$ cat src/core/chg_pkg.sv
package chg_pkg;
   // Register addresses on the microcontroller map; the serial page-0
   // offset of each register is its low byte.
   localparam logic [15:0] ADDR_APP = 16'ha093;
   localparam logic [15:0] ADDR_SPC = 16'ha094;
   localparam logic [15:0] ADDR_ST1 = 16'ha095;
   localparam logic [15:0] ADDR_ST2 = 16'ha096;
   localparam logic [15:0] ADDR_EVF = 16'ha097;
   localparam logic [15:0] ADDR_EVE = 16'ha098;
   localparam logic [15:0] ADDR_RSV_LO = 16'ha099;
   localparam logic [15:0] ADDR_RSV_HI = 16'ha09f;

   // Reset values of the writable registers.
   localparam logic [7:0] RST_APP = 8'h78;
   localparam logic [7:0] RST_SPC = 8'h00;
   localparam logic [7:0] RST_EVF = 8'h00;
   localparam logic [7:0] RST_EVE = 8'h01;

   // Field positions in the application settings register.
   localparam int APP_REC_LSB = 5;
   localparam int APP_REC_MSB = 7;
   localparam int APP_GOOD_LSB = 3;
   localparam int APP_GOOD_MSB = 4;

   // Bit positions in the special control register.
   localparam int SPC_CHARGER_OFF = 0;
   localparam int SPC_RECHARGE_OFF = 1;
   localparam int SPC_THERM_OFF = 2;
   localparam int SPC_VLOOP_OFF = 3;
   localparam int SPC_CLOOP_OFF = 4;
   localparam int SPC_PRIORITY = 5;

   // Status vector layout: bits 7:0 status one, bits 15:8 status two.
   localparam int ST_WIDTH = 16;
   localparam int ST_ADAPTER = 0;
   localparam int ST_LIMITED = 7;
   localparam int ST_COMPLETE = 13;
   localparam int ST_RAIL_LOW = 14;
   localparam logic [7:0] ST2_RSV_MASK = 8'h0c;

   // Event flag positions and count.
   localparam int EVT_ADAPTER = 0;
   localparam int EVT_LIMIT = 1;
   localparam int EVT_COMPLETE = 2;
   localparam int EVT_N = 3;
   localparam int ARM_DEPTH = 3;

   // Decoded analog settings.
   localparam logic [7:0] REC_STEP_MA = 8'h19;
   localparam logic [11:0] GOOD_BASE_MV = 12'h9c4;
   localparam logic [11:0] GOOD_STEP_MV = 12'h064;
endpackage : chg_pkg

$ cat src/core/chg_evt_if.sv
`timescale 1ns/100ps
interface chg_evt_if;
   logic adapter;
   logic limited;
   logic complete;
   logic clr;
   logic [7:0] wdata;
   logic [chg_pkg::EVT_N-1:0] enables;
   logic [7:0] flags;
   logic irq;

   modport regs (output adapter, limited, complete, clr, wdata, enables,
      input flags, irq);
   modport evt (input adapter, limited, complete, clr, wdata, enables,
      output flags, irq);
endinterface : chg_evt_if

$ cat src/core/chg_event_flags.sv
`timescale 1ns/100ps
module chg_event_flags (
   input wire logic clk, // System clock.
   input wire logic nrst, // Asynchronous reset, active low.
   chg_evt_if.evt ev // Status levels in, flags and request out.
);
   logic [chg_pkg::EVT_N-1:0] prev_ff;
   logic [chg_pkg::ARM_DEPTH-1:0] arm_ff;
   logic [7:0] flags_ff;
   logic irq_ff;
   logic [chg_pkg::EVT_N-1:0] now_lvl;
   logic [chg_pkg::EVT_N-1:0] set_evt;
   logic [7:0] nxt_flags;
   logic nxt_irq;

   // Current levels; detection waits until the synchronisers have filled.
   assign now_lvl = {ev.complete, ev.limited, ev.adapter};
   assign set_evt[chg_pkg::EVT_ADAPTER] = arm_ff[chg_pkg::ARM_DEPTH-1] &
      (now_lvl[chg_pkg::EVT_ADAPTER] ^ prev_ff[chg_pkg::EVT_ADAPTER]);
   assign set_evt[chg_pkg::EVT_LIMIT] = arm_ff[chg_pkg::ARM_DEPTH-1] &
      (now_lvl[chg_pkg::EVT_LIMIT] ^ prev_ff[chg_pkg::EVT_LIMIT]);
   assign set_evt[chg_pkg::EVT_COMPLETE] = arm_ff[chg_pkg::ARM_DEPTH-1] &
      now_lvl[chg_pkg::EVT_COMPLETE] & ~prev_ff[chg_pkg::EVT_COMPLETE];

   // Each flag sets on its event and clears on a written one; set wins.
   genvar i;
   generate
      for (i = 0; i < chg_pkg::EVT_N; i++)
      begin : g_flag
         assign nxt_flags[i] = set_evt[i] |
            (flags_ff[i] & ~(ev.clr & ev.wdata[i]));
      end
   endgenerate

   // Upper bits are plain storage, written by any write to the register.
   assign nxt_flags[7:chg_pkg::EVT_N] = ev.clr ?
      ev.wdata[7:chg_pkg::EVT_N] : flags_ff[7:chg_pkg::EVT_N];

   // Request is any enabled flag that stands.
   assign nxt_irq = |(nxt_flags[chg_pkg::EVT_N-1:0] & ev.enables);

   // Flag, history and request registers.
   always_ff @(posedge clk or negedge nrst)
   begin
      if (!nrst)
      begin
         prev_ff <= '0;
         arm_ff <= '0;
         flags_ff <= chg_pkg::RST_EVF;
         irq_ff <= 1'b0;
      end
      else
      begin
         prev_ff <= now_lvl;
         arm_ff <= {arm_ff[chg_pkg::ARM_DEPTH-2:0], 1'b1};
         flags_ff <= nxt_flags;
         irq_ff <= nxt_irq;
      end
   end

   assign ev.flags = flags_ff;
   assign ev.irq = irq_ff;
endmodule : chg_event_flags

$ cat src/core/chg_decode.sv
`timescale 1ns/100ps
module chg_decode (
   input wire logic clk, // System clock.
   input wire logic nrst, // Asynchronous reset, active low.
   input wire logic [2:0] rec_code, // Recovery current code.
   input wire logic [1:0] good_code, // Battery good threshold code.
   input wire logic charger_off, // Charger disabled.
   input wire logic charge_priority, // One gives charging the priority.
   input wire logic rail_low, // System rail below the instant-on level.
   output logic [7:0] recovery_ma, // Recovery current in mA.
   output logic [11:0] good_mv, // Battery good threshold in mV.
   output logic charge_stop, // Charging must stop.
   output logic charge_reduce // Charge current must be reduced.
);
   logic [2:0] rec_eff;
   logic [7:0] nxt_rec_ma;
   logic [11:0] nxt_good_mv;
   logic nxt_stop;
   logic nxt_reduce;
   logic [7:0] rec_ma_ff;
   logic [11:0] good_mv_ff;
   logic stop_ff;
   logic reduce_ff;

   // Codes zero and one both give one step of recovery current.
   assign rec_eff = (rec_code == 3'h0) ? 3'h1 : rec_code;
   assign nxt_rec_ma = 8'(rec_eff) * chg_pkg::REC_STEP_MA;
   assign nxt_good_mv = chg_pkg::GOOD_BASE_MV +
      12'(good_code) * chg_pkg::GOOD_STEP_MV;

   // Low rail stops charging unless charging has priority.
   assign nxt_stop = charger_off | (rail_low & ~charge_priority);
   assign nxt_reduce = ~charger_off & rail_low & charge_priority;

   // Registered outputs.
   always_ff @(posedge clk or negedge nrst)
   begin
      if (!nrst)
      begin
         rec_ma_ff <= '0;
         good_mv_ff <= '0;
         stop_ff <= 1'b0;
         reduce_ff <= 1'b0;
      end
      else
      begin
         rec_ma_ff <= nxt_rec_ma;
         good_mv_ff <= nxt_good_mv;
         stop_ff <= nxt_stop;
         reduce_ff <= nxt_reduce;
      end
   end

   assign recovery_ma = rec_ma_ff;
   assign good_mv = good_mv_ff;
   assign charge_stop = stop_ff;
   assign charge_reduce = reduce_ff;
endmodule : chg_decode

$ cat src/core/chg_regs.sv
`timescale 1ns/100ps
module chg_regs (
   input wire logic clk, // System clock, 100 MHz.
   input wire logic nrst, // Asynchronous reset, active low.
   input wire logic [15:0] reg_addr, // Register address.
   input wire logic reg_wr, // Write strobe, one cycle.
   input wire logic reg_rd, // Read strobe, one cycle.
   input wire logic [7:0] reg_wdata, // Write data.
   output logic [7:0] reg_rdata, // Read data, valid after a read.
   input wire logic adapter_in, // Adapter present.
   input wire logic batt_cold_in, // Battery too cold.
   input wire logic batt_hot_in, // Battery too hot.
   input wire logic [1:0] charger_phase, // Charger phase.
   input wire logic batt_fault_in, // Battery cannot be recovered.
   input wire logic timer_terminated, // Cycle ended by the timer.
   input wire logic input_limited, // Input current limiting active.
   input wire logic antiswell_discharging, // Antiswell discharge running.
   input wire logic thermistor_shorted, // Thermistor input shorted.
   input wire logic charging_active, // Charging in progress.
   input wire logic charge_complete, // Charge complete.
   input wire logic system_rail_low, // System rail below instant-on.
   input wire logic die_overtemp, // Die temperature too high.
   output logic charger_off, // Charger disabled.
   output logic recharge_off, // Automatic recharge disabled.
   output logic thermistor_func_off, // Thermistor function disabled.
   output logic voltage_loop_off, // Constant-voltage loop disabled.
   output logic current_loop_off, // Constant-current loop disabled.
   output logic [7:0] recovery_current_ma, // Recovery current in mA.
   output logic [11:0] battery_good_threshold, // Threshold in mV.
   output logic charge_stop, // Charging must stop.
   output logic charge_reduce, // Charge current must be reduced.
   output logic irq // Interrupt request, active high.
);
   logic [chg_pkg::ST_WIDTH-1:0] st_raw;
   logic [chg_pkg::ST_WIDTH-1:0] st_meta_ff;
   logic [chg_pkg::ST_WIDTH-1:0] st_sync_ff;
   logic [7:0] app_ff;
   logic [7:0] spc_ff;
   logic [7:0] eve_ff;
   logic [7:0] rdata_ff;
   logic [7:0] status_one;
   logic [7:0] status_two;
   logic [7:0] rd_mux;
   logic hit_app;
   logic hit_spc;
   logic hit_st1;
   logic hit_st2;
   logic hit_evf;
   logic hit_eve;
   logic wr_app;
   logic wr_spc;
   logic wr_evf;
   logic wr_eve;
   logic [7:0] nxt_app;
   logic [7:0] nxt_spc;
   logic [7:0] nxt_eve;
   logic [7:0] nxt_rdata;

   chg_evt_if ev ();

   // Gather the status pins in register order before synchronising.
   assign st_raw[0] = adapter_in;
   assign st_raw[1] = batt_cold_in;
   assign st_raw[2] = batt_hot_in;
   assign st_raw[4:3] = charger_phase;
   assign st_raw[5] = batt_fault_in;
   assign st_raw[6] = timer_terminated;
   assign st_raw[7] = input_limited;
   assign st_raw[8] = antiswell_discharging;
   assign st_raw[9] = thermistor_shorted;
   assign st_raw[11:10] = 2'h0;
   assign st_raw[12] = charging_active;
   assign st_raw[13] = charge_complete;
   assign st_raw[14] = system_rail_low;
   assign st_raw[15] = die_overtemp;

   // Two-stage synchroniser per status pin; only stage two is read.
   genvar s;
   generate
      for (s = 0; s < chg_pkg::ST_WIDTH; s++)
      begin : g_sync
         always_ff @(posedge clk or negedge nrst)
         begin
            if (!nrst)
            begin
               st_meta_ff[s] <= 1'b0;
               st_sync_ff[s] <= 1'b0;
            end
            else
            begin
               st_meta_ff[s] <= st_raw[s];
               st_sync_ff[s] <= st_meta_ff[s];
            end
         end
      end
   endgenerate

   // Read-only status views; reserved bits of status two forced to zero.
   assign status_one = st_sync_ff[7:0];
   assign status_two = st_sync_ff[15:8] & ~chg_pkg::ST2_RSV_MASK;

   // Address decode.
   assign hit_app = (reg_addr == chg_pkg::ADDR_APP);
   assign hit_spc = (reg_addr == chg_pkg::ADDR_SPC);
   assign hit_st1 = (reg_addr == chg_pkg::ADDR_ST1);
   assign hit_st2 = (reg_addr == chg_pkg::ADDR_ST2);
   assign hit_evf = (reg_addr == chg_pkg::ADDR_EVF);
   assign hit_eve = (reg_addr == chg_pkg::ADDR_EVE);

   // Write strobes; the reserved range and status registers ignore writes.
   assign wr_app = reg_wr & hit_app;
   assign wr_spc = reg_wr & hit_spc;
   assign wr_evf = reg_wr & hit_evf;
   assign wr_eve = reg_wr & hit_eve;

   // Next values of the writable registers.
   assign nxt_app = wr_app ? reg_wdata : app_ff;
   assign nxt_spc = wr_spc ? reg_wdata : spc_ff;
   assign nxt_eve = wr_eve ? reg_wdata : eve_ff;

   // Read selection; unmapped addresses read zero.
   assign rd_mux = hit_app ? app_ff :
                   hit_spc ? spc_ff :
                   hit_st1 ? status_one :
                   hit_st2 ? status_two :
                   hit_evf ? ev.flags :
                   hit_eve ? eve_ff : 8'h00;
   assign nxt_rdata = reg_rd ? rd_mux : rdata_ff;

   // Control registers and read data holding register.
   always_ff @(posedge clk or negedge nrst)
   begin
      if (!nrst)
      begin
         app_ff <= chg_pkg::RST_APP;
         spc_ff <= chg_pkg::RST_SPC;
         eve_ff <= chg_pkg::RST_EVE;
         rdata_ff <= 8'h00;
      end
      else
      begin
         app_ff <= nxt_app;
         spc_ff <= nxt_spc;
         eve_ff <= nxt_eve;
         rdata_ff <= nxt_rdata;
      end
   end

   // Event flag block fed from synchronised status and the flag write.
   assign ev.adapter = st_sync_ff[chg_pkg::ST_ADAPTER];
   assign ev.limited = st_sync_ff[chg_pkg::ST_LIMITED];
   assign ev.complete = st_sync_ff[chg_pkg::ST_COMPLETE];
   assign ev.clr = wr_evf;
   assign ev.wdata = reg_wdata;
   assign ev.enables = eve_ff[chg_pkg::EVT_N-1:0];

   chg_event_flags u_flags (
      .clk (clk),
      .nrst (nrst),
      .ev (ev.evt)
   );

   // Decoders for the application settings and the rail priority.
   chg_decode u_decode (
      .clk (clk),
      .nrst (nrst),
      .rec_code (app_ff[chg_pkg::APP_REC_MSB:chg_pkg::APP_REC_LSB]),
      .good_code (app_ff[chg_pkg::APP_GOOD_MSB:chg_pkg::APP_GOOD_LSB]),
      .charger_off (spc_ff[chg_pkg::SPC_CHARGER_OFF]),
      .charge_priority (spc_ff[chg_pkg::SPC_PRIORITY]),
      .rail_low (st_sync_ff[chg_pkg::ST_RAIL_LOW]),
      .recovery_ma (recovery_current_ma),
      .good_mv (battery_good_threshold),
      .charge_stop (charge_stop),
      .charge_reduce (charge_reduce)
   );

   // Disable controls come straight from the special control register.
   assign charger_off = spc_ff[chg_pkg::SPC_CHARGER_OFF];
   assign recharge_off = spc_ff[chg_pkg::SPC_RECHARGE_OFF];
   assign thermistor_func_off = spc_ff[chg_pkg::SPC_THERM_OFF];
   assign voltage_loop_off = spc_ff[chg_pkg::SPC_VLOOP_OFF];
   assign current_loop_off = spc_ff[chg_pkg::SPC_CLOOP_OFF];
   assign reg_rdata = rdata_ff;
   assign irq = ev.irq;
endmodule : chg_regs

$ cat config.mk
export PLATFORM = sky130hd
export DESIGN_NAME = chg_regs
export DESIGN_NICKNAME = d
export VERILOG_FILES = /design/src/core/chg_pkg.sv /design/src/core/chg_evt_if.sv /design/src/core/chg_event_flags.sv /design/src/core/chg_decode.sv /design/src/core/chg_regs.sv
export SDC_FILE = /design/constraint.sdc
export NUM_CORES = 1
export LEC_CHECK = 0
export BUFFER_PORTS_ARGS = -buffer_cell sky130_fd_sc_hd__buf_2
export CAP_MARGIN = 40
export CORE_MARGIN = 1.5
export CORE_UTILIZATION = 50
export DETAILED_ROUTE_END_ITERATION = 12
export MAX_ROUTING_LAYER = met4
export PLACE_DENSITY_LB_ADDON = 0.12
export REMOVE_ABC_BUFFERS = 1
export SLEW_MARGIN = 20
export SYNTH_ARGS = -nofsm -noshare
export SYNTH_HDL_FRONTEND = slang
export SYNTH_HIERARCHICAL = 1
export SYNTH_SLANG_ARGS = --single-unit
$ cat constraint.sdc
create_clock -name clk -period 1.6 [get_ports clk]
set_input_delay 0.32 -clock clk [delete_from_list [all_inputs] [get_ports clk]]
set_output_delay 0.32 -clock clk [all_outputs]
set_load 0.01 [all_outputs]
== Word level (Yosys, flattened, before mapping) ==
Index checks and enable logic that the tools add are counted.
Storage, ports and cells
  logic and storage cells: 89
  bits in registers: 97
  input bits: 42
  output and inout port bits: 36
Cells by class
  equal/unequal tests: 6
  mux-type cells: 7
  reduce and logical (&&, ||, !) cells: 2
  $add $sub $neg: 1
  multipliers: 2
  bitwise operators: 30
Operator list (number)
  16-bit equality test, second input constant: 6
  8-bit two-way mux: 6
  1-bit bitwise AND: 17
  12-bit by 9-bit adder with 12-bit output, first input constant: 1
  3-bit by 5-bit multiplier with 8-bit output, second input constant: 1
  2-bit by 5-bit multiplier with 7-bit output, second input constant: 1
  1-bit NOT: 6
  1-bit OR: 4
  3-bit bitwise AND: 1
  3-bit logical NOT: 1
  3-bit two-way mux: 1
  3-bit OR reduction: 1
  1-bit XOR: 2

== Longest topological paths before layout ==
Gate-level depths: netlist of the first run.
  depth after elaboration: 8
  mapped depth: 8
  mapped depth without buffers: 6

== Hierarchy ==
Netlist of the first run, hierarchy kept.
By module, submodules not included
  chg_regs: times used 1, cells an instance 177, area an instance 2432.3 um^2, seq. area each 1507.7 um^2
  chg_decode: times used 1, cells an instance 47, area an instance 653.1 um^2, seq. area each 450.4 um^2
  chg_event_flags: times used 1, cells an instance 34, area an instance 534.3 um^2, seq. area each 375.4 um^2

== Least setup slack after synthesis of the first run ==
Ideal clock, no wire load.
  kind: input port to flip-flop
  from: input port reg_addr[9]
  to: register u_flags.irq_ff (netlist: u_flags/ev.irq)
  setup slack: -868 ps
  arrival: 2342 ps
  required time: 1474 ps
  stages: 8
  cell sequence: or4b_1 > buf_6 > nor4_4 > and3_1 > buf_6 > nand2_2 > a22o_1 > a221o_1
On the way
  longest elaborated chain between the ends: 8
  elaborated cells on any way between the ends: 16
  classes of those cells: 1 x eq/ne; 14 x bitwise; 1 x reduce/logical
Ends and longest elaborated chain
  start, declared: RTL line chg_regs.sv:5  | input wire logic [15:0] reg_addr,
  16-bit equality test: RTL line chg_regs.sv:107  | assign hit_evf = (reg_addr == chg_pkg::ADDR_EVF);
  1-bit bitwise AND: RTL line chg_regs.sv:113  | assign wr_evf = reg_wr & hit_evf;
  net ev.clr: RTL line chg_evt_if.sv:6  | logic clr;
  1-bit bitwise AND: RTL line chg_event_flags.sv:31  | (flags_ff[i] & ~(ev.clr & ev.wdata[i]));
  1-bit NOT: RTL line chg_event_flags.sv:31
  1-bit bitwise AND: RTL line chg_event_flags.sv:31
  1-bit OR: RTL line chg_event_flags.sv:30  | assign nxt_flags[i] = set_evt[i] |
  net u_flags.nxt_flags[1]: RTL line chg_event_flags.sv:13  | logic [7:0] nxt_flags;
  3-bit bitwise AND: RTL line chg_event_flags.sv:40  | assign nxt_irq = |(nxt_flags[chg_pkg::EVT_N-1:0] & ev.enables);
  3-bit OR reduction: RTL line chg_event_flags.sv:40
  net u_flags.nxt_irq: RTL line chg_event_flags.sv:14  | logic nxt_irq;
  end signal, assigned: RTL line chg_event_flags.sv:57  | irq_ff <= nxt_irq;
  end, declared: RTL line chg_event_flags.sv:10  | logic irq_ff;
The timed path passes the listed nets, and every way through them passes these cells.
A chain may end at the register's enable or synchronous reset.

== Final worst setup path of the first run ==
  from: input port reg_addr[6]
  to: register u_flags.irq_ff (netlist: u_flags/ev.irq)
Same word-level chain as after synthesis.

==> results.md, run 1 <==
- Status: complete, but fails checks
- Failing checks: negative setup slack
- DRT met1 WL: roughly 3400 µm
- Clk_lat worst skew: about 0.37 ns
- Worst hold stages: 1
- Syn Inst Count: about 260
- Post-synth EDFFs: 0
- R2r worst-path depth: 3
- Post-synthesis sequential area ratio: 64.5%
- CTS buffer count: 9
- First-pass GRT wire length: approximately 12000 µm
- Met3 WL: approximately 360 µm
- Max_cap viols: 0
- Crit end category: flip-flop
- Fillers: roughly 580
- Via count: ~2400
- Final period util: 118%
- Core ar.: just under 7000 µm²
- Final worst setup slack: -0.287 ns
- Drt first pass iters: 4
- Number of synthesized register bits: 93
- WHS Endpoint: st_meta_ff[4]$_DFF_PN0_
- Endpoints failing setup: 39
- Top Layer Used: met4
- Crit-path max FO: 4
- RSZ-0062 raised after global routing: true
- R2R Path Start: ev.limited$_DFF_PN0_
- Die width: between 80 and 90 µm
- Critical Path RT: between 1.5 and 2 ns
- Gr ovfl total: 0
- Type of origin of the critical path: input pin
- Post-DP HPWL: approximately 5300 µm
- Peak VDD IR: a little under 0.7 mV
- GRT Total Usage: between 20 and 25%
- Kind of critical path: in2reg
- Vias in the first global route: roughly 2500
- Most area-hungry cell type in the Yosys netlist: dfrtp_1
- GP Congestion: approximately 0.8
- Largest net degree at the start of global routing: 94
- Initial core utilization: between 50 and 60%
- Leak Pwr: around 0.0023 µW
- DRT antenna net count: 0
- Top cells by area, synth: dfrtp_1, mux2_2, dfstp_2, nor4_4, ha_1
- Layout cells sized above 1: 48.6%
- Cell breakdown of the critical path: buf_6 -> or4b_4 -> nor4_4 -> and3_4 -> nand2_2 -> a22o_1 -> a221o_1
- Synth Flop Type: dfrtp_1
- Reg clk slew, reported paths: 0.10 ns
- Routed length per instance: ~16 µm
- Post-route minimum period: around 1.9 ns
- CTS tree: built
- Clk buf depth: 2
- # H-tree levels: 3
- Final nets: a little over 400
- IO Count: just under 80
- Worst Min Path Start: charger_phase[1]
- Worst flop-to-flop path endpoint: u_flags/ev.irq$_DFF_PN0_
- Die ar.: 7760 µm²
- Max Clock Freq: roughly 530 MHz
- Hold Path Class: in2reg
- DRT iter0 DRCs: about 190
- # diodes: 0
- Vias per inst: roughly 5.2
- Worst EP arrival: 2.14 ns
- Crit-path max cell delay: roughly 0.55 ns
- CTS root buf: clkbuf_8
- IO Port Bufs: 74
- Post-placement cell area: about 4300 µm²
- Metal2 WL: roughly 3800 µm
- Ys async rst share: 100%
- Worst path slowest cell: or4b_4
- Post-synthesis cell type count: 52
- Fin area: roughly 4600 µm²
- Synth top area share: between 60% and 70%
- Yosys Warn Count: 6
- Final core utilization: between 60 and 70%
- Synthesized area per cell: 14.0 µm²
- Antenna violations before repair: 0
- Die span in y: a little under 90 µm
- Final Hold Viols: 0
- Final Slew Violations: 0
- FP Rows: 30
- Layout area overhead: 27.5%
- Pwr dens: between 900 and 1000 nW/µm²
- DRC viols: 0
- Post-Route WL: 7610 µm
- FF-to-FF setup slack: 0.41 ns
- Cell Area, Synth: 3620 µm²
- Layout Skew: between 0.007 and 0.008 ns
- Clock Sinks: 93
## routing by layer
metal	track usage, %	vias to the layer above
met5	-	-
met4	6.82	0
met3	5.37	12
met2	35.9	79
met1	28.1	1213
li1	-	1118
## layout make-up
type | count | area, µm² | area share (%)
Tap cell | 96 | 120 | 2.60
Sequential cell | 93 | 2330 | 50.6
Clock inverter | 7 | 67.6 | 1.46
Timing Repair Buffer | 105 | 654 | 14.2
Multi-Input combinational cell | 144 | 1270 | 27.5
Clock buffer | 9 | 124 | 2.68
Inverter | 12 | 45.0 | 0.976
## per-stage QoR
stage,setup TNS [ns],hold slack [ns],total power (µW),instances,setup WS (ns)
finish,-6.13,0.0457,4190,466,-0.287
global route,-8.07,0.0262,4350,466,-0.319
CTS,-5.32,0.0351,4240,465,-0.281
detailed placement,-26.70,0.336,2710,446,-0.853
global placement,-26.99,0.331,2710,446,-0.804
floorplan,-20.74,0.0244,2530,249,-1.01
## report_power, final
part           total, µW  switching, µW  internal, µW  leakage [µW]
logic                244            144           100       0.00103
clock network       1510            905           605     0.0000993
registers           2440           28.3          2410       0.00114
## critical path: cells and delay by family
family / cells / cell delay (ns)
buffers and inverters: 1 / 0.09
AND/OR/NAND/NOR: 4 / 1.19
AO/OA/AOI/OAI: 2 / 0.54
## worst max-delay path by stage
stage / startpoint / to / slack, ns / depth (start not counted)
after floorplan: reg_addr[9] / u_flags/ev.irq$_DFF_PN0_ / -1.01 / 6
after global placement: reg_addr[9] / u_flags/ev.irq$_DFF_PN0_ / -0.80 / 7
after detailed placement: reg_addr[9] / u_flags/ev.irq$_DFF_PN0_ / -0.85 / 7
after CTS: reg_addr[10] / u_flags/ev.irq$_DFF_PN0_ / -0.28 / 7
after global routing: reg_addr[6] / u_flags/ev.irq$_DFF_PN0_ / -0.32 / 7
final: reg_addr[6] / u_flags/ev.irq$_DFF_PN0_ / -0.29 / 7
## sequential cells by signal (all words and copies together) (netlist names), 3 cells and up
signal,flops
app_ff,8
eve_ff,8
reg_rdata,8
spc_ff,8
st_meta_ff,14
st_sync_ff,11
u_decode/good_mv,9
u_decode/recovery_ma,7
u_flags/arm_ff,3
u_flags/ev.flags,8
u_flags/prev_ff,3
## logic make-up after synthesis
family / count (synthesis) / synth area share [%]
compound gates: 44 / 8.50
xor+xnor: 4 / 0.968
fa+ha+maj: 5 / 1.73
buf+inv: 23 / 3.28
flops: 93 / 64.5
mux: 29 / 9.02
other cells: 3 / 0.311
simple gates: 57 / 11.7
## cell usage after synthesis (3+ instances only)
master and instances:
a211oi_1 5, a21oi_1 6, a22o_1 3, buf_4 4, clkbuf_1 3, conb_1 3
dfrtp_1 88, dfstp_2 5, ha_1 5, inv_1 12, mux2_2 29, nand2_1 12
nand3b_1 7, nor2_1 8, nor4_4 3, o21ai_0 11, o2bb2ai_1 6, or4b_1 3
xor2_1 3
## cells in the final DEF (no fill, tap or decap), types with 4 or more instances in the layout
cell type / synthesis / final
dfrtp_1: 88 / 88
buf_2: 2 / 70
mux2_2: 29 / 27
buf_4: 4 / 26
inv_1: 12 / 12
nand2_1: 12 / 11
o21ai_0: 11 / 11
clkbuf_8: 0 / 9
nand3b_1: 7 / 7
nor2_1: 8 / 7
buf_6: 2 / 7
a21oi_1: 6 / 6
nor4_4: 3 / 5
a211oi_1: 5 / 5
dfstp_2: 5 / 5
ha_1: 5 / 5
conb_1: 3 / 5
o2bb2ai_2: 0 / 4
## repair_timing
item                                   in CTS  in global routing
hold buffers                                1                  0
buffers inserted                            2                  1
endpoints found under the hold margin       9                  0
setup endpoints to repair                  41                 39
pin swaps                                  10                  3
resized for setup                          18                  8
Power figures use the tool's default switching activity.
==> run 2, diff against run 1 <==
- MAX_ROUTING_LAYER: met4 -> default
==> run 2 against run 1 <==
Compared with the run above:
- largest power group unchanged
- largest cell class unchanged
- final area did not move
- non-clock buffer count unchanged
- the flow still finishes with violations (negative setup slack)
- worst setup slack improved by 0.0018 ns
- core utilization did not move
- first-iteration DRC count grew 2.2%
- sequential power barely moved
==> results.md, run 2 (synthesis gave the netlist of run 1 again) <==
- Cell breakdown of the critical path: buf_6 -> or4b_4 -> nor4_4 -> and3_4 -> nand2_2 -> a22o_1 -> a221o_1 (unchanged)
- Clock Sinks: 93 (unchanged)
- DRT antenna net count: 0 (unchanged)
- # H-tree levels: 3 (unchanged)
- Pwr dens: 908 nW/µm² (about the same)
- Worst hold stages: 1 (unchanged)
- Crit-path max FO: 4 (unchanged)
- Max Clock Freq: 530 MHz (about the same)
- # diodes: 0 (unchanged)
- FP Rows: 30 (unchanged)
- CTS buffer count: 9 (unchanged)
- Commonest non-fill, non-tap cells in the layout: dfrtp_1, buf_2, mux2_2, buf_4, inv_1 (unchanged)
- Final worst setup slack: -0.286 ns (was -0.287 ns)
- Post-DP HPWL: 5290 µm (unchanged)
- GRT Total Usage: 21.6% (was 22.3%)
- Peak VDD IR: 0.688 mV (was 0.686 mV)
- Kind of critical path: in2reg (unchanged)
- Final Slew Violations: 0 (unchanged)
- Placed Instances: 446 (unchanged)
- Final Instance Count excl. Fillers: 466 (unchanged)
- Layout cells sized above 1: 48.6% (unchanged)
- Final Hold Viols: 0 (unchanged)
- DRT iter0 DRCs: 189 (was 185)
- Status: complete, but fails checks (unchanged)
- Final period util: 118% (about the same)
- Initial core utilization: 52.4% (unchanged)
- Die width: 88.1 µm (unchanged)
- Leak Pwr: 0.00227 µW (unchanged)
- Worst path slowest cell: or4b_4 (unchanged)
- Max_cap viols: 0 (unchanged)
- CTS tree: built (unchanged)
- Gr ovfl total: 0 (unchanged)
- Largest net degree at the start of global routing: 94 (unchanged)
- WHS Endpoint: st_meta_ff[4]$_DFF_PN0_ (unchanged)
- Max reg flops: 14 (unchanged)
- Core ar.: 6910 µm² (unchanged)
- Post-route minimum period: 1.89 ns (about the same)
- Die ar.: 7760 µm² (unchanged)
- RSZ-0062 raised after global routing: true (unchanged)
- Clk_lat worst skew: 0.36 ns (was 0.37 ns)
- Vias in the first global route: 2471 (was 2469)
- Worst Min Path Start: charger_phase[1] (unchanged)
- R2R Path Start: ev.limited$_DFF_PN0_ (unchanged)
- Die span in y: 88.1 µm (unchanged)
- Worst flop-to-flop path endpoint: u_flags/ev.irq$_DFF_PN0_ (unchanged)
- CTS root buf: clkbuf_8 (unchanged)
- Crit-path max cell delay: 0.55 ns (about the same)
- R2r worst-path depth: 3 (unchanged)
- GP Congestion: 0.789 (was 0.800)
- Drt first pass iters: 6 (was 4)
- Antenna violations before repair: 0 (unchanged)
- FF-to-FF setup slack: 0.41 ns (about the same)
- First-pass GRT wire length: 12200 µm (about the same)
- Routed length per instance: 16.3 µm (about the same)
- Worst EP arrival: 2.14 ns (about the same)
- Type of origin of the critical path: input pin (unchanged)
- IO Count: 78 (unchanged)
- Layout area overhead: 27.5% (unchanged)
- Final nets: 412 (unchanged)
- Post-Route WL: 7610 µm (about the same)
- Critical Path RT: 1.85 ns (was 1.86 ns)
- Crit end category: flip-flop (unchanged)
- Failing checks: negative setup slack (unchanged)
- Fin area: 4610 µm² (unchanged)
- Endpoints failing setup: 39 (unchanged)
- Vias per inst: 5.20 (about the same)
- IO Port Bufs: 74 (unchanged)
- DRC viols: 0 (unchanged)
- Post-placement cell area: 4260 µm² (unchanged)
- Reg clk slew, reported paths: 0.10 ns (about the same)
- Most flops, register: st_meta_ff (unchanged)
- Via count: 2424 (was 2422)
- Clk buf depth: 2 (unchanged)
- Commonest non-fill, non-tap cell in the layout: dfrtp_1 (unchanged)
- Hold Path Class: in2reg (unchanged)
- Layout Skew: 0.00675 ns (was 0.00795 ns)
## run 2: cell counts in the layout (fill, tap and decap cells not counted)
Identical to the previous run, type by type.
## run 2: where the power goes
group	switching [µW]	internal, µW
clock network	903	605
registers	28.4	2410
logic	144	100
total	1070	3110
## run 2: cell type report
cell class / count / area [µm²]
flip-flops and latches: 93 / 2330
inverters: 12 / 45.0
fillers: 582 / 2290
repair buffers: 105 / 654
well taps: 96 / 120
multi-input cells: 144 / 1270
clock buffers: 9 / 124
clock inverters: 7 / 67.6
## run 2: metal layers
| layer | routed length [µm] | GRT usage (%) |
|---|---|---|
| met5 | 0 | 0 |
| met4 | 117 | 6.82 |
| met3 | 367 | 5.37 |
| met2 | 3740 | 36.0 |
| met1 | 3390 | 27.9 |
## run 2: repair_timing
item / in CTS / in global routing
buffers inserted: 2 / 1
gates resized for setup: 18 / 8
endpoints found under the hold margin: 9 / 0
hold buffers: 1 / 0
endpoints found under the setup margin: 41 / 39
pin swaps: 10 / 3
## run 2: worst max path at each step
stage                       from                        to  slack, ns  depth (start not counted)
finish               reg_addr[6]  u_flags/ev.irq$_DFF_PN0_      -0.29                          7
floorplan            reg_addr[9]  u_flags/ev.irq$_DFF_PN0_      -1.01                          6
global placement     reg_addr[9]  u_flags/ev.irq$_DFF_PN0_      -0.80                          7
CTS                 reg_addr[10]  u_flags/ev.irq$_DFF_PN0_      -0.28                          7
detailed placement   reg_addr[9]  u_flags/ev.irq$_DFF_PN0_      -0.85                          7
global route         reg_addr[6]  u_flags/ev.irq$_DFF_PN0_      -0.32                          7
## run 2: worst max-delay path, delay by kind of cell
family,cells,cell delay [ns]
AND/OR/NAND/NOR,4,1.19
AO/OA/AOI/OAI,2,0.54
buffers and inverters,1,0.09
## run 2: stage by stage
step           utilization, %  setup slack, ns  hold slack, ns  TNS, ns  power, µW
2_1_floorplan               -            -1.01          0.0244   -20.74       2530
3_3_place_gp             61.7           -0.804           0.331   -26.99       2710
3_5_place_dp             61.7           -0.853           0.336   -26.70       2710
4_1_cts                  66.1           -0.281          0.0351    -5.32       4240
5_1_grt                  66.8           -0.321          0.0262    -8.08       4340
6_report                 66.8           -0.286          0.0521    -6.35       4190
